## config.mk

```make
export PLATFORM = sky130hd
export DESIGN_NAME = cfg_shadow_loader
export DESIGN_NICKNAME = d
export VERILOG_FILES = /design/src/shared/cfg_pkg.sv /design/src/shared/fetch_if.sv /design/src/rtl/flash_word_reader.sv /design/src/rtl/cfg_shadow_loader.sv
export SDC_FILE = /design/constraint.sdc
export NUM_CORES = 1
export LEC_CHECK = 0
export ABC_AREA = 1
export CAP_MARGIN = 0
export CORE_ASPECT_RATIO = 1.75
export CORE_UTILIZATION = 45
export DETAILED_ROUTE_END_ITERATION = 7
export DONT_BUFFER_PORTS = 1
export PLACE_DENSITY = 0.7
export SYNTH_ARGS = -nofsm -noshare
export SYNTH_HDL_FRONTEND = slang
export SYNTH_SLANG_ARGS = --single-unit
```

## constraint.sdc

```tcl
create_clock -name SYS_CLK -period 2.5 [get_ports SYS_CLK]
set_clock_uncertainty 0.1 [all_clocks]
set_input_delay 0 -clock SYS_CLK [delete_from_list [all_inputs] [get_ports SYS_CLK]]
set_output_delay 0 -clock SYS_CLK [all_outputs]
set_load 0.01 [all_outputs]
```

## src/shared/cfg_pkg.sv

```systemverilog
// Constants shared by the configuration shadow loader
// How it works
// RULE1 - reset copies flash configuration words into shadows
// RULE2 - copy repeats on every reset source
// RULE3 - shadows are volatile, refilled after power-up
// RULE4 - words fetched from top of program memory
// RULE5 - software programs upper word bits as ones
// RULE6 - unimplemented bits have no configuration effect
// RULE7 - erased configuration words enable code protection
// RULE8 - processor held in reset until load completes
`default_nettype none
package cfg_pkg;

	// ----------------------------------------------------------------
	// Flash side layout
	// ----------------------------------------------------------------
	localparam int              NUM_WORDS  = 5;
	localparam int              NUM_SIZES  = 4;
	localparam logic [2:0]      LAST_WORD  = 3'h4;
	localparam logic [3:0][23:0] SEC_BASE  = {24'h02AB80, 24'h015780, 24'h00AB80, 24'h005780};
	localparam logic [4:0][7:0] WORD_OFF   = {8'h1C, 8'h18, 8'h14, 8'h10, 8'h00};
	localparam logic [4:0][15:0] IMPL_MASK = {16'h01E7, 16'h0087, 16'h8000, 16'h1FFF, 16'h8FEF};
	localparam logic [7:0]      UPPER_FILL = 8'hFF;

	// ----------------------------------------------------------------
	// Field positions inside the security word
	// ----------------------------------------------------------------
	localparam int              SEC_BSS_LSB = 1;
	localparam int              SEC_GSS_LSB = 6;
	localparam int              SEC_CSS_LSB = 9;

	// ----------------------------------------------------------------
	// APB register map (byte addresses)
	// ----------------------------------------------------------------
	localparam int              ADDR_W       = 16;
	localparam logic [15:0]     REG_STATUS   = 16'h5700;
	localparam logic [15:0]     REG_CONTROL  = 16'h5704;
	localparam logic [15:0]     REG_SECURITY = 16'h5780;
	localparam logic [15:0]     REG_BOOT_LIMIT = 16'h5790;
	localparam logic [15:0]     REG_RSVD     = 16'h5794;
	localparam logic [15:0]     REG_OSCSEL   = 16'h5798;
	localparam logic [15:0]     REG_OSC      = 16'h579C;
	localparam int              STAT_LOADED  = 0;
	localparam int              STAT_SIZE    = 1;
	localparam int              CTRL_RELOAD  = 0;

	typedef enum logic [1:0] {
		LD_FETCH = 2'b00,
		LD_WAIT  = 2'b01,
		LD_DONE  = 2'b11
	} load_e;

endpackage : cfg_pkg
`default_nettype wire

```

## src/shared/fetch_if.sv

```systemverilog
// Word fetch handshake between the loader and its flash reader
`timescale 1ns/10ps
`default_nettype none
interface fetch_if;
	logic        req;
	logic [23:0] addr;
	logic        ack;
	logic [23:0] data;

	modport loader (output req, output addr, input ack, input data);
	modport reader (input req, input addr, output ack, output data);
endinterface : fetch_if
`default_nettype wire

```

## src/rtl/flash_word_reader.sv

```systemverilog
// Single-word reader for the program flash read port
`timescale 1ns/10ps
`default_nettype none
module flash_word_reader (
	input  wire logic    clk,
	input  wire logic    rstn,
	fetch_if.reader      fetch,
	output logic         flash_rd,
	output logic [23:0]  flash_addr,
	input  wire logic [23:0] flash_rdata,
	input  wire logic    flash_valid
);
	import cfg_pkg::*;

	typedef struct packed {
		logic        busy;
		logic [23:0] addr;
		logic [23:0] data;
		logic        ack;
	} rd_s;

	rd_s st;
	rd_s next_st;

	always_comb begin
		next_st = st;
		next_st.ack = 1'b0;
		if (!st.busy && fetch.req) begin
			next_st.busy = 1'b1;
			next_st.addr = fetch.addr;
		end else if (st.busy && flash_valid) begin
			next_st.busy = 1'b0;
			next_st.data = flash_rdata;
			next_st.ack  = 1'b1;
		end
	end

	always_ff @(posedge clk) begin
		if (!rstn) begin
			st <= '0;
		end else begin
			st <= next_st;
		end
	end

	// Request held until the flash answers, however slow it is
	assign flash_rd   = st.busy;
	assign flash_addr = st.addr;
	assign fetch.ack  = st.ack;
	assign fetch.data = st.data;

	addr_stable_a: assert property (@(posedge clk) disable iff (!rstn) // [RULE4]
		flash_rd && !flash_valid |=> $stable(flash_addr) && flash_rd)
		else $error("flash address moved during a pending read");

endmodule : flash_word_reader
`default_nettype wire

```

## src/rtl/cfg_shadow_loader.sv

```systemverilog
// Configuration shadow loader with APB readback
`timescale 1ns/10ps
`default_nettype none
module cfg_shadow_loader #(
	parameter int MEM_SIZE_SEL = 0
) (
	input  wire logic                      SYS_CLK,
	input  wire logic                      RSTN,
	input  wire logic                      PSEL,
	input  wire logic                      PENABLE,
	input  wire logic                      PWRITE,
	input  wire logic [cfg_pkg::ADDR_W-1:0] PADDR,
	input  wire logic [31:0]               PWDATA,
	output logic [31:0]                    PRDATA,
	output logic                           PREADY,
	output logic                           PSLVERR,
	output logic                           FLASH_RD,
	output logic [23:0]                    FLASH_ADDR,
	input  wire logic [23:0]               FLASH_RDATA,
	input  wire logic                      FLASH_VALID,
	output logic                           CPU_RESET_N,
	output logic [79:0]                    CFG_SHADOW,
	output logic                           GENERAL_SEG_PROTECT,
	output logic                           BOOT_SEG_PROTECT,
	output logic                           CONFIG_SEG_PROTECT
);
	import cfg_pkg::*;

	if (MEM_SIZE_SEL < 0 || MEM_SIZE_SEL >= NUM_SIZES) begin : g_bad_size
		$error("MEM_SIZE_SEL must select one of four memory sizes");
	end

	localparam logic [1:0]  SIZE_CODE = 2'(MEM_SIZE_SEL);
	localparam logic [23:0] BASE      = SEC_BASE[SIZE_CODE];

	typedef struct packed {
		load_e             phase;
		logic [2:0]        idx;
		logic              loaded;
		logic [4:0][15:0]  shadow;
		logic [31:0]       prdata;
		logic              slverr;
	} top_s;

	top_s    st;
	top_s    next_st;
	fetch_if fetch ();

	logic        setup;
	logic        access;
	logic        hit;
	logic [31:0] rd_val;
	logic [4:0][31:0] word_view;

	// ----------------------------------------------------------------
	// Readback view of each shadow word
	// ----------------------------------------------------------------
	genvar gi;
	for (gi = 0; gi < NUM_WORDS; gi++) begin : g_view
		// Unimplemented positions read back as ones and steer nothing
		assign word_view[gi] = {8'h00, UPPER_FILL, st.shadow[gi] | ~IMPL_MASK[gi]}; // [RULE6]
	end

	assign setup  = PSEL && !PENABLE;
	assign access = PSEL && PENABLE;

	always_comb begin
		hit    = 1'b1;
		rd_val = 32'h0000_0000;
		case (PADDR)
			REG_STATUS: begin
				rd_val[STAT_LOADED]            = st.loaded;
				rd_val[STAT_SIZE +: 2]         = SIZE_CODE;
			end
			REG_CONTROL:  rd_val = 32'h0000_0000;
			REG_SECURITY: rd_val = word_view[0];
			REG_BOOT_LIMIT: rd_val = word_view[1];
			REG_RSVD:     rd_val = word_view[2];
			REG_OSCSEL:   rd_val = word_view[3];
			REG_OSC:      rd_val = word_view[4];
			default:      hit    = 1'b0;
		endcase
	end

	// ----------------------------------------------------------------
	// Load sequencer and bus slave
	// ----------------------------------------------------------------
	always_comb begin
		next_st = st;
		if (setup) begin
			next_st.prdata = PWRITE ? 32'h0000_0000 : rd_val;
			next_st.slverr = !hit;
		end
		case (st.phase)
			LD_FETCH: begin
				next_st.phase = LD_WAIT;
			end
			LD_WAIT: begin
				if (fetch.ack) begin
					// Upper byte from flash is dropped: it carries no settings
					next_st.shadow[st.idx] = fetch.data[15:0] & IMPL_MASK[st.idx]; // [RULE1] [RULE6]
					if (st.idx == LAST_WORD) begin
						next_st.phase  = LD_DONE;
						next_st.loaded = 1'b1; // [RULE8]
					end else begin
						next_st.idx   = st.idx + 3'h1;
						next_st.phase = LD_FETCH;
					end
				end
			end
			LD_DONE: begin
				// Software reload behaves like another reset source
				if (access && PWRITE && PADDR == REG_CONTROL && PWDATA[CTRL_RELOAD]) begin
					next_st.phase  = LD_FETCH; // [RULE2]
					next_st.idx    = 3'h0;
					next_st.loaded = 1'b0;
				end
			end
			default: begin
				next_st.phase = LD_FETCH;
				next_st.idx   = 3'h0;
			end
		endcase
	end

	always_ff @(posedge SYS_CLK) begin
		if (!RSTN) begin
			st <= '0; // [RULE2] [RULE3]
		end else begin
			st <= next_st;
		end
	end

	assign fetch.req  = (st.phase == LD_FETCH);
	assign fetch.addr = BASE + {16'h0000, WORD_OFF[st.idx]}; // [RULE4]

	flash_word_reader u_reader (
		.clk         (SYS_CLK),
		.rstn        (RSTN),
		.fetch       (fetch),
		.flash_rd    (FLASH_RD),
		.flash_addr  (FLASH_ADDR),
		.flash_rdata (FLASH_RDATA),
		.flash_valid (FLASH_VALID)
	);

	// ----------------------------------------------------------------
	// Outputs
	// ----------------------------------------------------------------
	assign PRDATA      = st.prdata;
	assign PREADY      = 1'b1;
	assign PSLVERR     = access && st.slverr;
	assign CPU_RESET_N = st.loaded; // [RULE8]
	assign CFG_SHADOW  = st.shadow;
	// Erased (all zero) security fields turn protection on
	assign GENERAL_SEG_PROTECT = st.loaded && (st.shadow[0][SEC_GSS_LSB +: 2] != 2'b11); // [RULE7]
	assign BOOT_SEG_PROTECT    = st.loaded && (st.shadow[0][SEC_BSS_LSB +: 2] != 2'b11); // [RULE7]
	assign CONFIG_SEG_PROTECT  = st.loaded && (st.shadow[0][SEC_CSS_LSB +: 3] != 3'b111); // [RULE7]

	// ----------------------------------------------------------------
	// Assertions
	// ----------------------------------------------------------------
	cpu_held_reset_a: assert property (@(posedge SYS_CLK) disable iff (!RSTN) // [RULE8]
		$rose(CPU_RESET_N) |-> $past(fetch.ack) && $past(st.idx) == LAST_WORD)
		else $error("processor released before last word captured");

	reset_reload_a: assert property (@(posedge SYS_CLK) // [RULE2]
		!RSTN |=> !CPU_RESET_N && FLASH_ADDR == 24'h000000 && st.idx == 3'h0)
		else $error("reset did not restart the load");

	volatile_clear_a: assert property (@(posedge SYS_CLK) // [RULE3]
		!RSTN |=> CFG_SHADOW == 80'h0 && !GENERAL_SEG_PROTECT)
		else $error("shadow contents survived reset");

	fetch_address_a: assert property (@(posedge SYS_CLK) disable iff (!RSTN) // [RULE4]
		$rose(FLASH_RD) |-> FLASH_ADDR[23:8] == BASE[23:8])
		else $error("configuration fetched outside the top region");

	upper_bits_a: assert property (@(posedge SYS_CLK) disable iff (!RSTN) // [RULE6]
		fetch.ack |=> (st.shadow[$past(st.idx)] & ~IMPL_MASK[$past(st.idx)]) == 16'h0000)
		else $error("unimplemented bit reached a shadow register");

	erase_protect_a: assert property (@(posedge SYS_CLK) disable iff (!RSTN) // [RULE7]
		CPU_RESET_N && st.shadow[0] == 16'h0000 |-> GENERAL_SEG_PROTECT && BOOT_SEG_PROTECT)
		else $error("erased security word left code unprotected");

	word_captured_a: assert property (@(posedge SYS_CLK) disable iff (!RSTN) // [RULE1]
		fetch.ack && st.phase == LD_WAIT |=>
			st.shadow[$past(st.idx)] == ($past(fetch.data[15:0]) & IMPL_MASK[$past(st.idx)]))
		else $error("fetched word not copied to its shadow");

	load_sequence_a: assert property (@(posedge SYS_CLK) disable iff (!RSTN) // [RULE1]
		fetch.ack && st.idx != LAST_WORD |=> st.phase == LD_FETCH ##1 FLASH_RD)
		else $error("load sequence stalled between words");

	unmapped_err_a: assert property (@(posedge SYS_CLK) disable iff (!RSTN)
		setup && !hit |=> PSLVERR || !access)
		else $error("unmapped access not flagged");

	protect_after_load_a: assert property (@(posedge SYS_CLK) disable iff (!RSTN) // [RULE7]
		!CPU_RESET_N |-> !GENERAL_SEG_PROTECT && !BOOT_SEG_PROTECT && !CONFIG_SEG_PROTECT)
		else $error("protection shown before the load finished");

	// Bus writes and reload requests must never disturb a shadow
	shadow_hold_a: assert property (@(posedge SYS_CLK) disable iff (!RSTN) // [RULE1]
		!fetch.ack |=> $stable(CFG_SHADOW))
		else $error("shadow changed without a flash answer");

	// ----------------------------------------------------------------
	// Coverage
	// ----------------------------------------------------------------
	load_done_c: cover property (@(posedge SYS_CLK) disable iff (!RSTN) $rose(CPU_RESET_N));
	sw_reload_c: cover property (@(posedge SYS_CLK) disable iff (!RSTN)
		CPU_RESET_N ##1 !CPU_RESET_N);
	status_read_c: cover property (@(posedge SYS_CLK) disable iff (!RSTN)
		access && !PWRITE && PADDR == REG_STATUS && CPU_RESET_N);
	mid_load_reset_c: cover property (@(posedge SYS_CLK) FLASH_RD ##1 !RSTN);
	erased_load_c: cover property (@(posedge SYS_CLK) disable iff (!RSTN)
		$rose(CPU_RESET_N) && CFG_SHADOW == 80'h0);

endmodule : cfg_shadow_loader
`default_nettype wire

```

Word level (Yosys, flattened, before mapping)
Memories as Yosys holds them, arrays and structs flattened. A register that Yosys moved wholly into a read port is not among the register bits.
Cells that the tools add are included.
{"block": "op_classes", "reduce_logical": 25, "add_sub_neg": 2, "bitwise": 4, "muxes": 24, "order_cmp": 2, "eq_ne": 17}
{"op": "$eq A16 B15 Y1 const B", "count": 7}
{"op": "$pmux W21 S5", "count": 1}
{"op": "$mux W86", "count": 1}
{"op": "$bwmux W80", "count": 1}
{"op": "$demux W16 S3", "count": 1}
{"op": "$mux W16", "count": 2}
{"op": "$mux W32", "count": 1}
{"op": "$pmux W3 S6", "count": 1}
{"op": "$add A15 B8 Y16 const A", "count": 1}
{"op": "$and A16 B16 Y16", "count": 1}
{"op": "$mux W3", "count": 5}
{"op": "$logic_and A1 B1 Y1", "count": 12}
{"op": "$ne A2 B2 Y1 const B", "count": 5}
{"op": "$pmux W3 S3", "count": 1}
{"op": "$mux W8", "count": 1}
{"op": "$reduce_and A4 Y1", "count": 2}
{"op": "$reduce_or A7 Y1", "count": 1}
{"op": "$mux W6", "count": 1}
{"op": "$pmux W2 S3", "count": 1}
{"op": "$reduce_and A2 Y1", "count": 3}
{"op": "$mux W1", "count": 5}
{"op": "$lt A3 B4 Y1 const B", "count": 1}
{"op": "$reduce_bool A2 Y1", "count": 2}
{"op": "$add A3 B1 Y3 const B", "count": 1}
{"op": "12 further kinds", "count": 16}
{"block": "totals", "out_inout_bits": 143, "rom_bits": 192, "regBits": 161, "mem_count": 2, "word_cells": 90, "in_bits": 78}
{"memory": "(no name shown)", "words": 8, "word_bits": 16, "read_ports": 1, "rd_clocked_by_memory_dff": 1, "wr": 0, "line_no": "cfg_shadow_loader.sv:101", "rtl": "next_st.shadow[st.idx] = fetch.data[15:0] & IMPL_MASK[st.idx];"}
{"memory": "(no name shown)", "words": 8, "word_bits": 8, "read_ports": 1, "rd_clocked_by_memory_dff": 1, "wr": 0, "line_no": "cfg_shadow_loader.sv:135", "rtl": "assign fetch.addr = BASE + {16'h0000, WORD_OFF[st.idx]};"}

Longest topological paths before layout
Gate-level depths: netlist of the first run.
{"block": "depth", "depth_word": 9, "ltp_mapped": 12, "depth_no_buf": 12}

Cells and area by module
From an unflattened synthesis of the first run, not the netlist that was laid out.
{"block": "unflattened", "hier_cells": 971, "hier_area_um2": 7280.7}
{"module": "cfg_shadow_loader", "area_per_inst_um2": 5312.6, "n_inst": 1, "cells_per_inst": 704}
{"module": "flash_word_reader", "area_per_inst_um2": 1968.1, "n_inst": 1, "cells_per_inst": 267}

Worst setup path after synthesis of the first run
Ideal clock, no wire load.
{"block": "synth_path", "path_type": "register -> register", "startpoint": "register st[115] (netlist name)", "endpoint": "register with a tool-made name", "path_buffers": 0, "stages_incl_launch_ff": 9, "setup_ns": 0.115, "t_arrival_ns": 1.507, "path_slack_ns": 0.778, "cell_sequence": "dfxtp_1 inv_1 ha_1 a31oi_2 nand3_4 nand2_1 nand3_2 nand2_1 nor2_1"}
{"element": "from (decl)", "line_no": "cfg_shadow_loader.sv:45", "rtl": "top_s st;"}
{"element": "from (signal assigned)", "line_no": "cfg_shadow_loader.sv:130", "rtl": "st <= next_st;"}

Final worst setup path of the first run
{"block": "layout_path", "startpoint": "register u_reader.st (netlist bit u_reader.flash_rd)", "endpoint": "register u_reader.st (netlist bit u_reader.fetch.data[5])"}
{"block": "layout_between", "elab_chain_len": 4, "word_cells_on_any_way": 5, "classes_between": "bitwise (1); reduce/logical (4)"}
{"element": "from (decl)", "line_no": "flash_word_reader.sv:22", "rtl": "rd_s st;"}
{"element": "from (signal assigned)", "line_no": "flash_word_reader.sv:42", "rtl": "st <= next_st;"}
{"element": "$logic_not A1 Y1", "line_no": "flash_word_reader.sv:28", "rtl": "if (!st.busy && fetch.req) begin"}
{"element": "$logic_and A1 B1 Y1", "line_no": "flash_word_reader.sv:28"}
{"element": "$not A1 Y1 (no source line)"}
{"element": "$reduce_and A2 Y1 (no source line) *"}
Every way passes the cells marked *; elsewhere a longest branch is shown, timed or not.
A chain may end at the register's enable or synchronous reset.

==> results of run 1 <==
## path summary, 6_finish.rpt
path                     start                     end  slack [ns]  depth (start not counted)
min                  PADDR[15]                   st[0]        0.02                          6
min reg2reg      fetch.addr[2]  u_reader.flash_addr[2]        0.36                          2
max reg2reg  u_reader.flash_rd  u_reader.fetch.data[5]        0.12                          8
max          u_reader.flash_rd  u_reader.fetch.data[5]        0.12                          8
## state kept, by name, summed over array words and instances (netlist names), named ones only
signal,flops
CPU_RESET_N,1
u_reader.fetch.data,14
u_reader.flash_addr,4
fetch.addr,3
PRDATA,15
u_reader.fetch.ack,1
st,6
CFG_SHADOW,70
u_reader.flash_rd,1
## power breakdown
part / internal (mW) / leakage [nW] / switching, mW / total (mW)
combinational: 0.114 / 1.39 / 0.219 / 0.333
sequential: 1.98 / 0.972 / 0.0694 / 2.05
clock: 1.67 / 0.293 / 0.908 / 2.58
## metrics by stage
stage,utilization (%),area (um^2),hold slack (ns),setup WS (ns)
4_1_cts,48.2,6210,0.00229,0.137
3_3_place_gp,39.9,5140,0.00652,0.623
5_1_grt,48.3,6220,0.0668,0.0378
3_5_place_dp,39.9,5140,0.00812,0.591
2_1_floorplan,-,6040,0.00313,0.778
6_report,48.3,6220,0.0206,0.125
## cells in the mapped netlist (3+ instances only)
cell type	instances	area, um^2
buf_6	3	33.8
buf_2	9	45.0
a21oi_1	81	405
a211oi_1	5	37.5
dfxtp_1	120	2400
inv_2	7	26.3
nor2_2	4	25.0
o21ai_0	55	275
o21ai_1	18	90.1
nand2_1	118	443
nor2_1	38	143
nor2_4	7	78.8
inv_1	31	116
nand2_2	9	56.3
nand4_1	15	93.8
nand3_1	69	345
clkbuf_1	14	52.6
a21oi_2	6	52.6
buf_4	140	1050
## worst min-delay path: cells and delay by family
| kind | cells | cell delay [ns] |
|---|---|---|
| compound gates | 2 | 0.21 |
| simple gates | 4 | 0.29 |
## timing repair
item | CTS | global route
endpoints found under the hold margin | 120 | 0
endpoints found under the setup margin | 0 | 3
hold buffers | 42 | 0
gates resized for setup | 0 | 2
## layout make-up
cell class              count  share of cell area (%)
flip-flops and latches    120                    38.7
multi-input cells         470                    37.0
clock inverters            14                    3.20
well taps                 171                    3.44
repair buffers             52                    8.27
inverters                  41                    2.50
clock buffers              18                    6.90
## cell families after synthesis
kind of cell               Yosys count  share of synthesized area (%)
and+or+nand+nor                    266                           21.2
xor gates and xnor gates             1                          0.148
adders and majority gates            2                          0.423
other                                2                          0.127
DFF                                120                           40.6
buffers and inverters              207                           22.6
AOI/OAI and AO/OA                  167                           14.9
## metal layers
layer  vias up  routed length [um]  global-route usage (%)
met5         -                   0                       0
met4         0                 586                    12.4
met3        32                1240                    7.68
met2       221                7860                    39.3
met1      2115                5600                    24.1
li1       2246                   -                       -
==> metrics, run 1 <==
top_reg_cell synth=dfxtp_1; Final Max Tran Viols=0; routed len/inst=17.3 um; Root Buffer=clkbuf_16; Largest stage delay, worst path=0.57 ns; minimum clock period=approximately 2.4 ns; share of layout cells above drive strength 1=approximately an eighth; number of buffers created by CTS=17; Final Hold Fails=0; number of global-route vias before repair=4281; wire length of the first global-routing pass=between 20 and 25 mm; Sink Count=120; leading cell types in the layout, fill and taps excluded=dfxtp_1, nand2_1, a21oi_1; drt via density=between 5 and 6; Post-Layout Cell Count=about 890; Max IR drop VDD=~560 uV; setup TNS=0 ns; grt ovf=0; initial antenna violation count=0; post-route ant nets=0; Worst Tran Pin Value=approximately 0.63 ns; gp weighted congestion=slightly below 0.9; routed wire length=about 15 mm; placed cell count=811; Post-synth EDFFs=0; vias post-DR=~4600; #FFs+latches synth=120; die area=around 14000 um^2; Async SR Flop Fraction=0%; CTS tree=done; Cells after Synth=between 700 and 800; Initial DRC Count=roughly 290; crit end category=flop; most common cell after layout, fill and taps aside=dfxtp_1; Layout fillers=1241; pwr/cell area=798 nW/um^2; clk slew on worst S/H paths=0.06 ns; critical path's top delay family=buffers and inverters; Ys Warns=0; depth of the CTS H-tree=4; CP Buf/Inv Count=4; 1st-pass router iterations=5; syn avg cell area=7.74 um^2; Final Setup Violations=0; Clock Latency Late Sink=approximately 0.42 ns; Slew HR=just under 60%; status=finished clean; Initial Utilization=about 46%; FF/Latch Area=about 2400 um^2; max_cap viols=0; slowest cell on the critical path=dlygate4sd3_1; Final period util=~95%; RSZ-0062 raised after global routing=false; I/O Pins=221; Lkg Pwr=2.66 nW; floorplan row count=55; Critical Path RT=2.75 ns; crit-path most repeated cell=nand2_1; Die Wd=88.7 um; max frequency=~0.42 GHz; min-delay worst type=in2reg; Post-CTS Setup Bufs=0; Critical Path Source Type=flop; sequential share of the synthesized area=slightly above 40%; worst-path cell chain=nand2_1 -> buf_4 -> nor2_1 -> buf_4 -> nand2_1 -> dlygate4sd3_1 -> nand2_1 -> dlygate4sd3_1; antenna diode count=0; hpwl dp=about 10 mm; chip height=approximately 150 um; port bufs=0; area occupied by multi-input gates=roughly 2300 um^2; Netlist cell types=31; layout net count=about 780; Crit Path Class=reg2reg; synthesized area=approximately 5900 um^2; critical-path maximum fanout=16; Core ar.=12900 um^2; area grow syn2layout=5.03%; total power=4.96 mW; DRC Markers=0; All-Layer GR Usage=between 20% and 30%; largest net degree at the start of global routing=87; CP arrival=about 2.6 ns; CTS max path bufs=2
No activity file was read; power rests on OpenSTA's default activity.
==> run 2: changes to the inputs <==
--- a/config.mk
+++ b/config.mk
@@ -7,7 +7,6 @@
 export LEC_CHECK = 0
 export ABC_AREA = 1
 export CAP_MARGIN = 0
-export CORE_ASPECT_RATIO = 1.75
 export CORE_UTILIZATION = 45
 export DETAILED_ROUTE_END_ITERATION = 7
 export DONT_BUFFER_PORTS = 1
==> metrics, run 2 (synthesis results as in run 1) <==
Max IR drop VDD=586 uV (+5.5%); Root Buffer=clkbuf_16; initial antenna violation count=0 (unchanged); pwr/cell area=774 nW/um^2 (-3.0%); Final period util=95.3% (+0.30 points); 1st-pass router iterations=5 (unchanged); reg2reg end=st[117]; drt via density=5.18 (-0.48%); All-Layer GR Usage=22.9% (-0.091 points); Place WS=0.568 ns (-0.0231 ns); area grow syn2layout=2.09%; wire length of the first global-routing pass=22.7 mm (-0.96%); met2 wire length=7.12 mm (-9.4%); Initial DRC Count=344 (+18%); RSZ-0062 raised after global routing=false; cells on worst reg2reg path=7 (-1); number of global-route vias before repair=4198 (-1.9%); Critical Path RT=2.74 ns (about the same); gp weighted congestion=0.832 (-6.3%); Layout fillers=1253 (+0.97%); Sink Count=120 (unchanged); number of buffers created by CTS=17 (unchanged); Slew HR=56.9% (-0.72 points); Core ar.=12700 um^2 (-1.1%); Clock Latency Late Sink=0.41 ns (about the same); top sig layer=met4; placed cell count=809 (-0.25%); Worst Tran Pin Value=0.645 ns (+0.0108 ns); leading cell types in the layout, fill and taps excluded=dfxtp_1, nand2_1, a21oi_1; clk slew on worst S/H paths=0.06 ns (about the same); max_cap viols=0 (unchanged); Final Hold Fails=0 (unchanged); chip height=117 um (-24%); hold path depth=6 (unchanged); hpwl dp=9.78 mm (-4.2%); Final Setup Violations=0 (unchanged); floorplan row count=41 (-25%); max frequency=0.420 GHz (-0.32%); layout net count=770 (-1.5%); Crit Path Class=in2reg; final core occ=47.5% (-0.81 points); CP arrival=2.63 ns (about the same); Lkg Pwr=2.60 nW (-2.2%); DR WL met3=1.26 mm (+1.4%); min-delay worst type=in2reg; die area=13600 um^2 (-0.13%); final worst slack=0.117 ns (-0.00751 ns); setup TNS=0 ns (unchanged); critical-path maximum fanout=89 (+73); depth of the CTS H-tree=4 (unchanged); CTS tree=done; FF/Latch Area=2400 um^2 (about the same); R2R Setup Slk=0.27 ns (+0.15 ns); routed wire length=15.1 mm (-1.4%); grt ovf=0 (unchanged); Final Max Tran Viols=0 (unchanged); crit end category=flop; antenna diode count=0 (unchanged); most common cell after layout, fill and taps aside=dfxtp_1; routed len/inst=17.2 um (-0.17%); status=finished clean; Critical Path Source Type=primary input; I/O Pins=221 (unchanged); Hold EP=st[0]; DRT met1 WL=6.45 mm (+15%); Die Wd=117 um (+32%); share of layout cells above drive strength 1=11.5% (-0.37 points); port bufs=0 (unchanged); vias post-DR=4535 (-1.7%); worst r2r src=st[115]; largest net degree at the start of global routing=90 (+3.4%); worst hold start=PADDR[3]; area occupied by multi-input gates=2300 um^2 (unchanged); minimum clock period=2.38 ns (+0.00751 ns); Post-Layout Cell Count=875 (-1.2%); Initial Utilization=46.5% (+0.53 points); post-route ant nets=0 (unchanged); DRC Markers=0 (unchanged); CTS max path bufs=2 (unchanged); max reg flops=70 (unchanged)
run 2: cell count changes in the layout (fill, tap and decap cells not counted), moves of 2 or more:
cell	change
clkinvlp_4	-2
clkinv_4	+2
buf_4	-3
clkinv_2	+3
bufinv_16	-3
dlygate4sd3_1	-8
run 2: critical path: stages:
cell           delay, ns
dlygate4sd3_1       0.62
buf_16              0.28
clkinv_1            0.44
nor2_1              0.21
buf_4               0.23
nand2_1             0.08
nand2_1             0.09
dlygate4sd3_1       0.58
run 2: metal layers:
layer	GRT usage (%)	vias to the layer above
li1	-	2223
met1	28.4	2101
met2	37.2	188
met3	7.63	23
met4	7.68	0
met5	0	-
run 2: worst max-delay path by stage:
stage	start	endpoint	slack (ns)
after floorplan	st[115]	flop	0.78
after global placement	st[115]	flop	0.61
after detailed placement	st[115]	flop	0.57
after CTS	RSTN	u_reader.fetch.data[7]	0.24
after global routing	RSTN	u_reader.fetch.data[9]	0.008
final	RSTN	u_reader.fetch.data[9]	0.12
run 2: area by class of cell:
type                            count  share of cell area (%)
Timing Repair Buffer               40                    6.67
Inverter                           41                    2.57
Clock inverter                     14                    2.09
Clock buffer                       18                    7.27
Tap cell                          172                    3.56
Multi-Input combinational cell    470                    38.1
Sequential cell                   120                    39.8
run 2: repair_timing:
action,4_1_cts,5_1_grt
resized for setup,0,0
hold buffers,34,0
setup buffers,0,0
hold endpoints to repair,116,0
run 2: report_power, final:
part	internal (mW)	switching, mW
registers	1.98	0.0697
clock network	1.40	0.909
logic	0.105	0.219
total	3.48	1.20
run 2: per-stage QoR:
step	total power, mW	area (um^2)	hold WS (ns)
6_report	4.68	6040	0.0170
5_1_grt	4.85	6040	0.0413
4_1_cts	4.70	6040	0.00195
3_5_place_dp	2.34	5120	0.00808
3_3_place_gp	2.33	5120	0.00532
2_1_floorplan	2.35	6040	0.00313
==> run 3: changes to the inputs <==
--- a/config.mk
+++ b/config.mk
@@ -7,6 +7,7 @@
 export LEC_CHECK = 0
 export ABC_AREA = 1
 export CAP_MARGIN = 0
+export CORE_ASPECT_RATIO = 0.5
 export CORE_UTILIZATION = 45
 export DETAILED_ROUTE_END_ITERATION = 7
 export DONT_BUFFER_PORTS = 1
==> metrics, run 3 (synthesis results as in run 1) <==
status=finished clean; Reg power frac=43.7% (about the same); total power=4.67 mW (about the same); routed len/inst=16.7 um (-3.0%); die area=13600 um^2 (+0.20%); Final Hold Fails=0 (unchanged); internal cell power=3.47 mW (-0.18%); chip height=83.1 um (-29%); sw frac=25.7% (+0.096 points); RSZ-0062 raised after global routing=false; final worst slack=0.311 ns (+0.194 ns); max frequency=0.457 GHz (+8.8%); gp weighted congestion=0.868 (+4.3%); critical-path maximum fanout=6 (-93%); Final Max Tran Viols=0 (unchanged); Place WS=0.587 ns (+0.0190 ns); 1st-pass router iterations=7 (+2); clk slew on worst S/H paths=0.06 ns (about the same); Final period util=87.6% (-7.7 points); clock group share of total power=49.5% (+0.2 points); Critical Path Source Type=flop; grt ovf=0 (unchanged); CP arrival=2.40 ns (-0.23 ns); hpwl dp=9.86 mm (+0.91%); vias post-DR=4482 (-1.2%); Sink Count=120 (unchanged); pwr/cell area=774 nW/um^2 (about the same); largest net degree at the start of global routing=90 (unchanged); min-delay worst type=in2out; Core ar.=12700 um^2 (+0.11%); max_cap viols=0 (unchanged); Crit Path Class=reg2reg; All-Layer GR Usage=21.9% (-0.94 points); final core occ=47.4% (-0.091 points); Psw=1.20 mW (+0.33%); share of layout cells above drive strength 1=11.7% (+0.14 points); Clock Latency Late Sink=0.41 ns (about the same); dpl cell area=5120 um^2 (about the same); number of global-route vias before repair=3965 (-5.6%); area grow syn2layout=2.01% (about the same); wire length of the first global-routing pass=22.5 mm (-1.0%); Max IR drop VDD=482 uV (-18%); post-route ant nets=0 (unchanged); Slew HR=59.9% (+3.0 points); number of buffers created by CTS=17 (unchanged); design area=6040 um^2 (about the same); port bufs=0 (unchanged); CTS tree=done; Final Setup Violations=0 (unchanged); Critical Path RT=2.71 ns (-0.03 ns); I/O Pins=221 (unchanged); Lkg Pwr=2.54 nW (-2.1%); max reg flops=70 (unchanged); CTS max path bufs=2 (unchanged); Initial Utilization=46.5% (-0.050 points); initial antenna violation count=0 (unchanged); depth of the CTS H-tree=4 (unchanged); routed wire length=14.6 mm (-3.2%); Die Wd=164 um (+41%); DRC Markers=0 (unchanged); Post-CTS Resized=0 (unchanged); Initial DRC Count=357 (+3.8%); antenna diode count=0 (unchanged); Post-CTS Setup Bufs=0 (unchanged); Root Buffer=clkbuf_16; leading cell types in the layout, fill and taps excluded=dfxtp_1, nand2_1, a21oi_1; most common cell after layout, fill and taps aside=dfxtp_1; combinational power share=6.8% (about the same); layout net count=770 (unchanged); floorplan row count=29 (-29%); minimum clock period=2.19 ns (-0.194 ns); crit end category=flop; hold buffers post-CTS=33 (-2.9%); drt via density=5.13 (-0.94%); Worst Tran Pin Value=0.601 ns (-0.0448 ns); setup TNS=0 ns (unchanged)
## run 3: final cells by class
type,count,area (um^2)
Sequential cell,120,2400
Clock inverter,14,126
Multi-Input combinational cell,470,2300
Fill cell,1241,6700
Tap cell,170,213
Timing Repair Buffer,40,400
Inverter,41,155
Clock buffer,18,439
## run 3: through the flow
step | cells | hold slack, ns
floorplan | 797 | 0.00313
CTS | 873 | 0.00476
global route | 873 | 0.0283
detailed placement | 808 | 0.00733
finish | 873 | 0.0251
global placement | 808 | 0.00578
## run 3: routing by layer
| metal | vias to the layer above | GRT usage, % | share of wire, % |
|---|---|---|---|
| li1 | 2220 | - | - |
| met1 | 2086 | 29.4 | 46 |
| met2 | 166 | 34.3 | 46 |
| met3 | 10 | 6.64 | 7.4 |
| met4 | 0 | 5.22 | 0.63 |
| met5 | - | 0 | 0 |
## run 3: critical path, stage by stage, from the launching register on
cell and delay, ns:
dfxtp_1 0.44, inv_1 0.13, ha_1 0.22, a31oi_2 0.39
nand3_4 0.15, nand2_1 0.08, dlygate4sd3_1 0.54, inv_1 0.03
## run 3: power groups by stage
stage	clock network, mW	logic (mW)	registers, mW
after floorplan	0	0.292	2.06
after global placement	0	0.246	2.08
after detailed placement	0	0.252	2.08
after CTS	2.33	0.313	2.04
after global routing	2.44	0.356	2.05
final	2.31	0.316	2.04
## run 3: path summary, 6_finish.rpt
kind | startpoint | end | slack (ns) | depth (start not counted)
setup / recovery | st[115] | st[117] | 0.31 | 7
hold / removal | PSEL | PSLVERR | 0.03 | 2
setup reg to reg | st[115] | st[117] | 0.31 | 7
hold reg to reg | fetch.addr[2] | u_reader.flash_addr[2] | 0.37 | 2
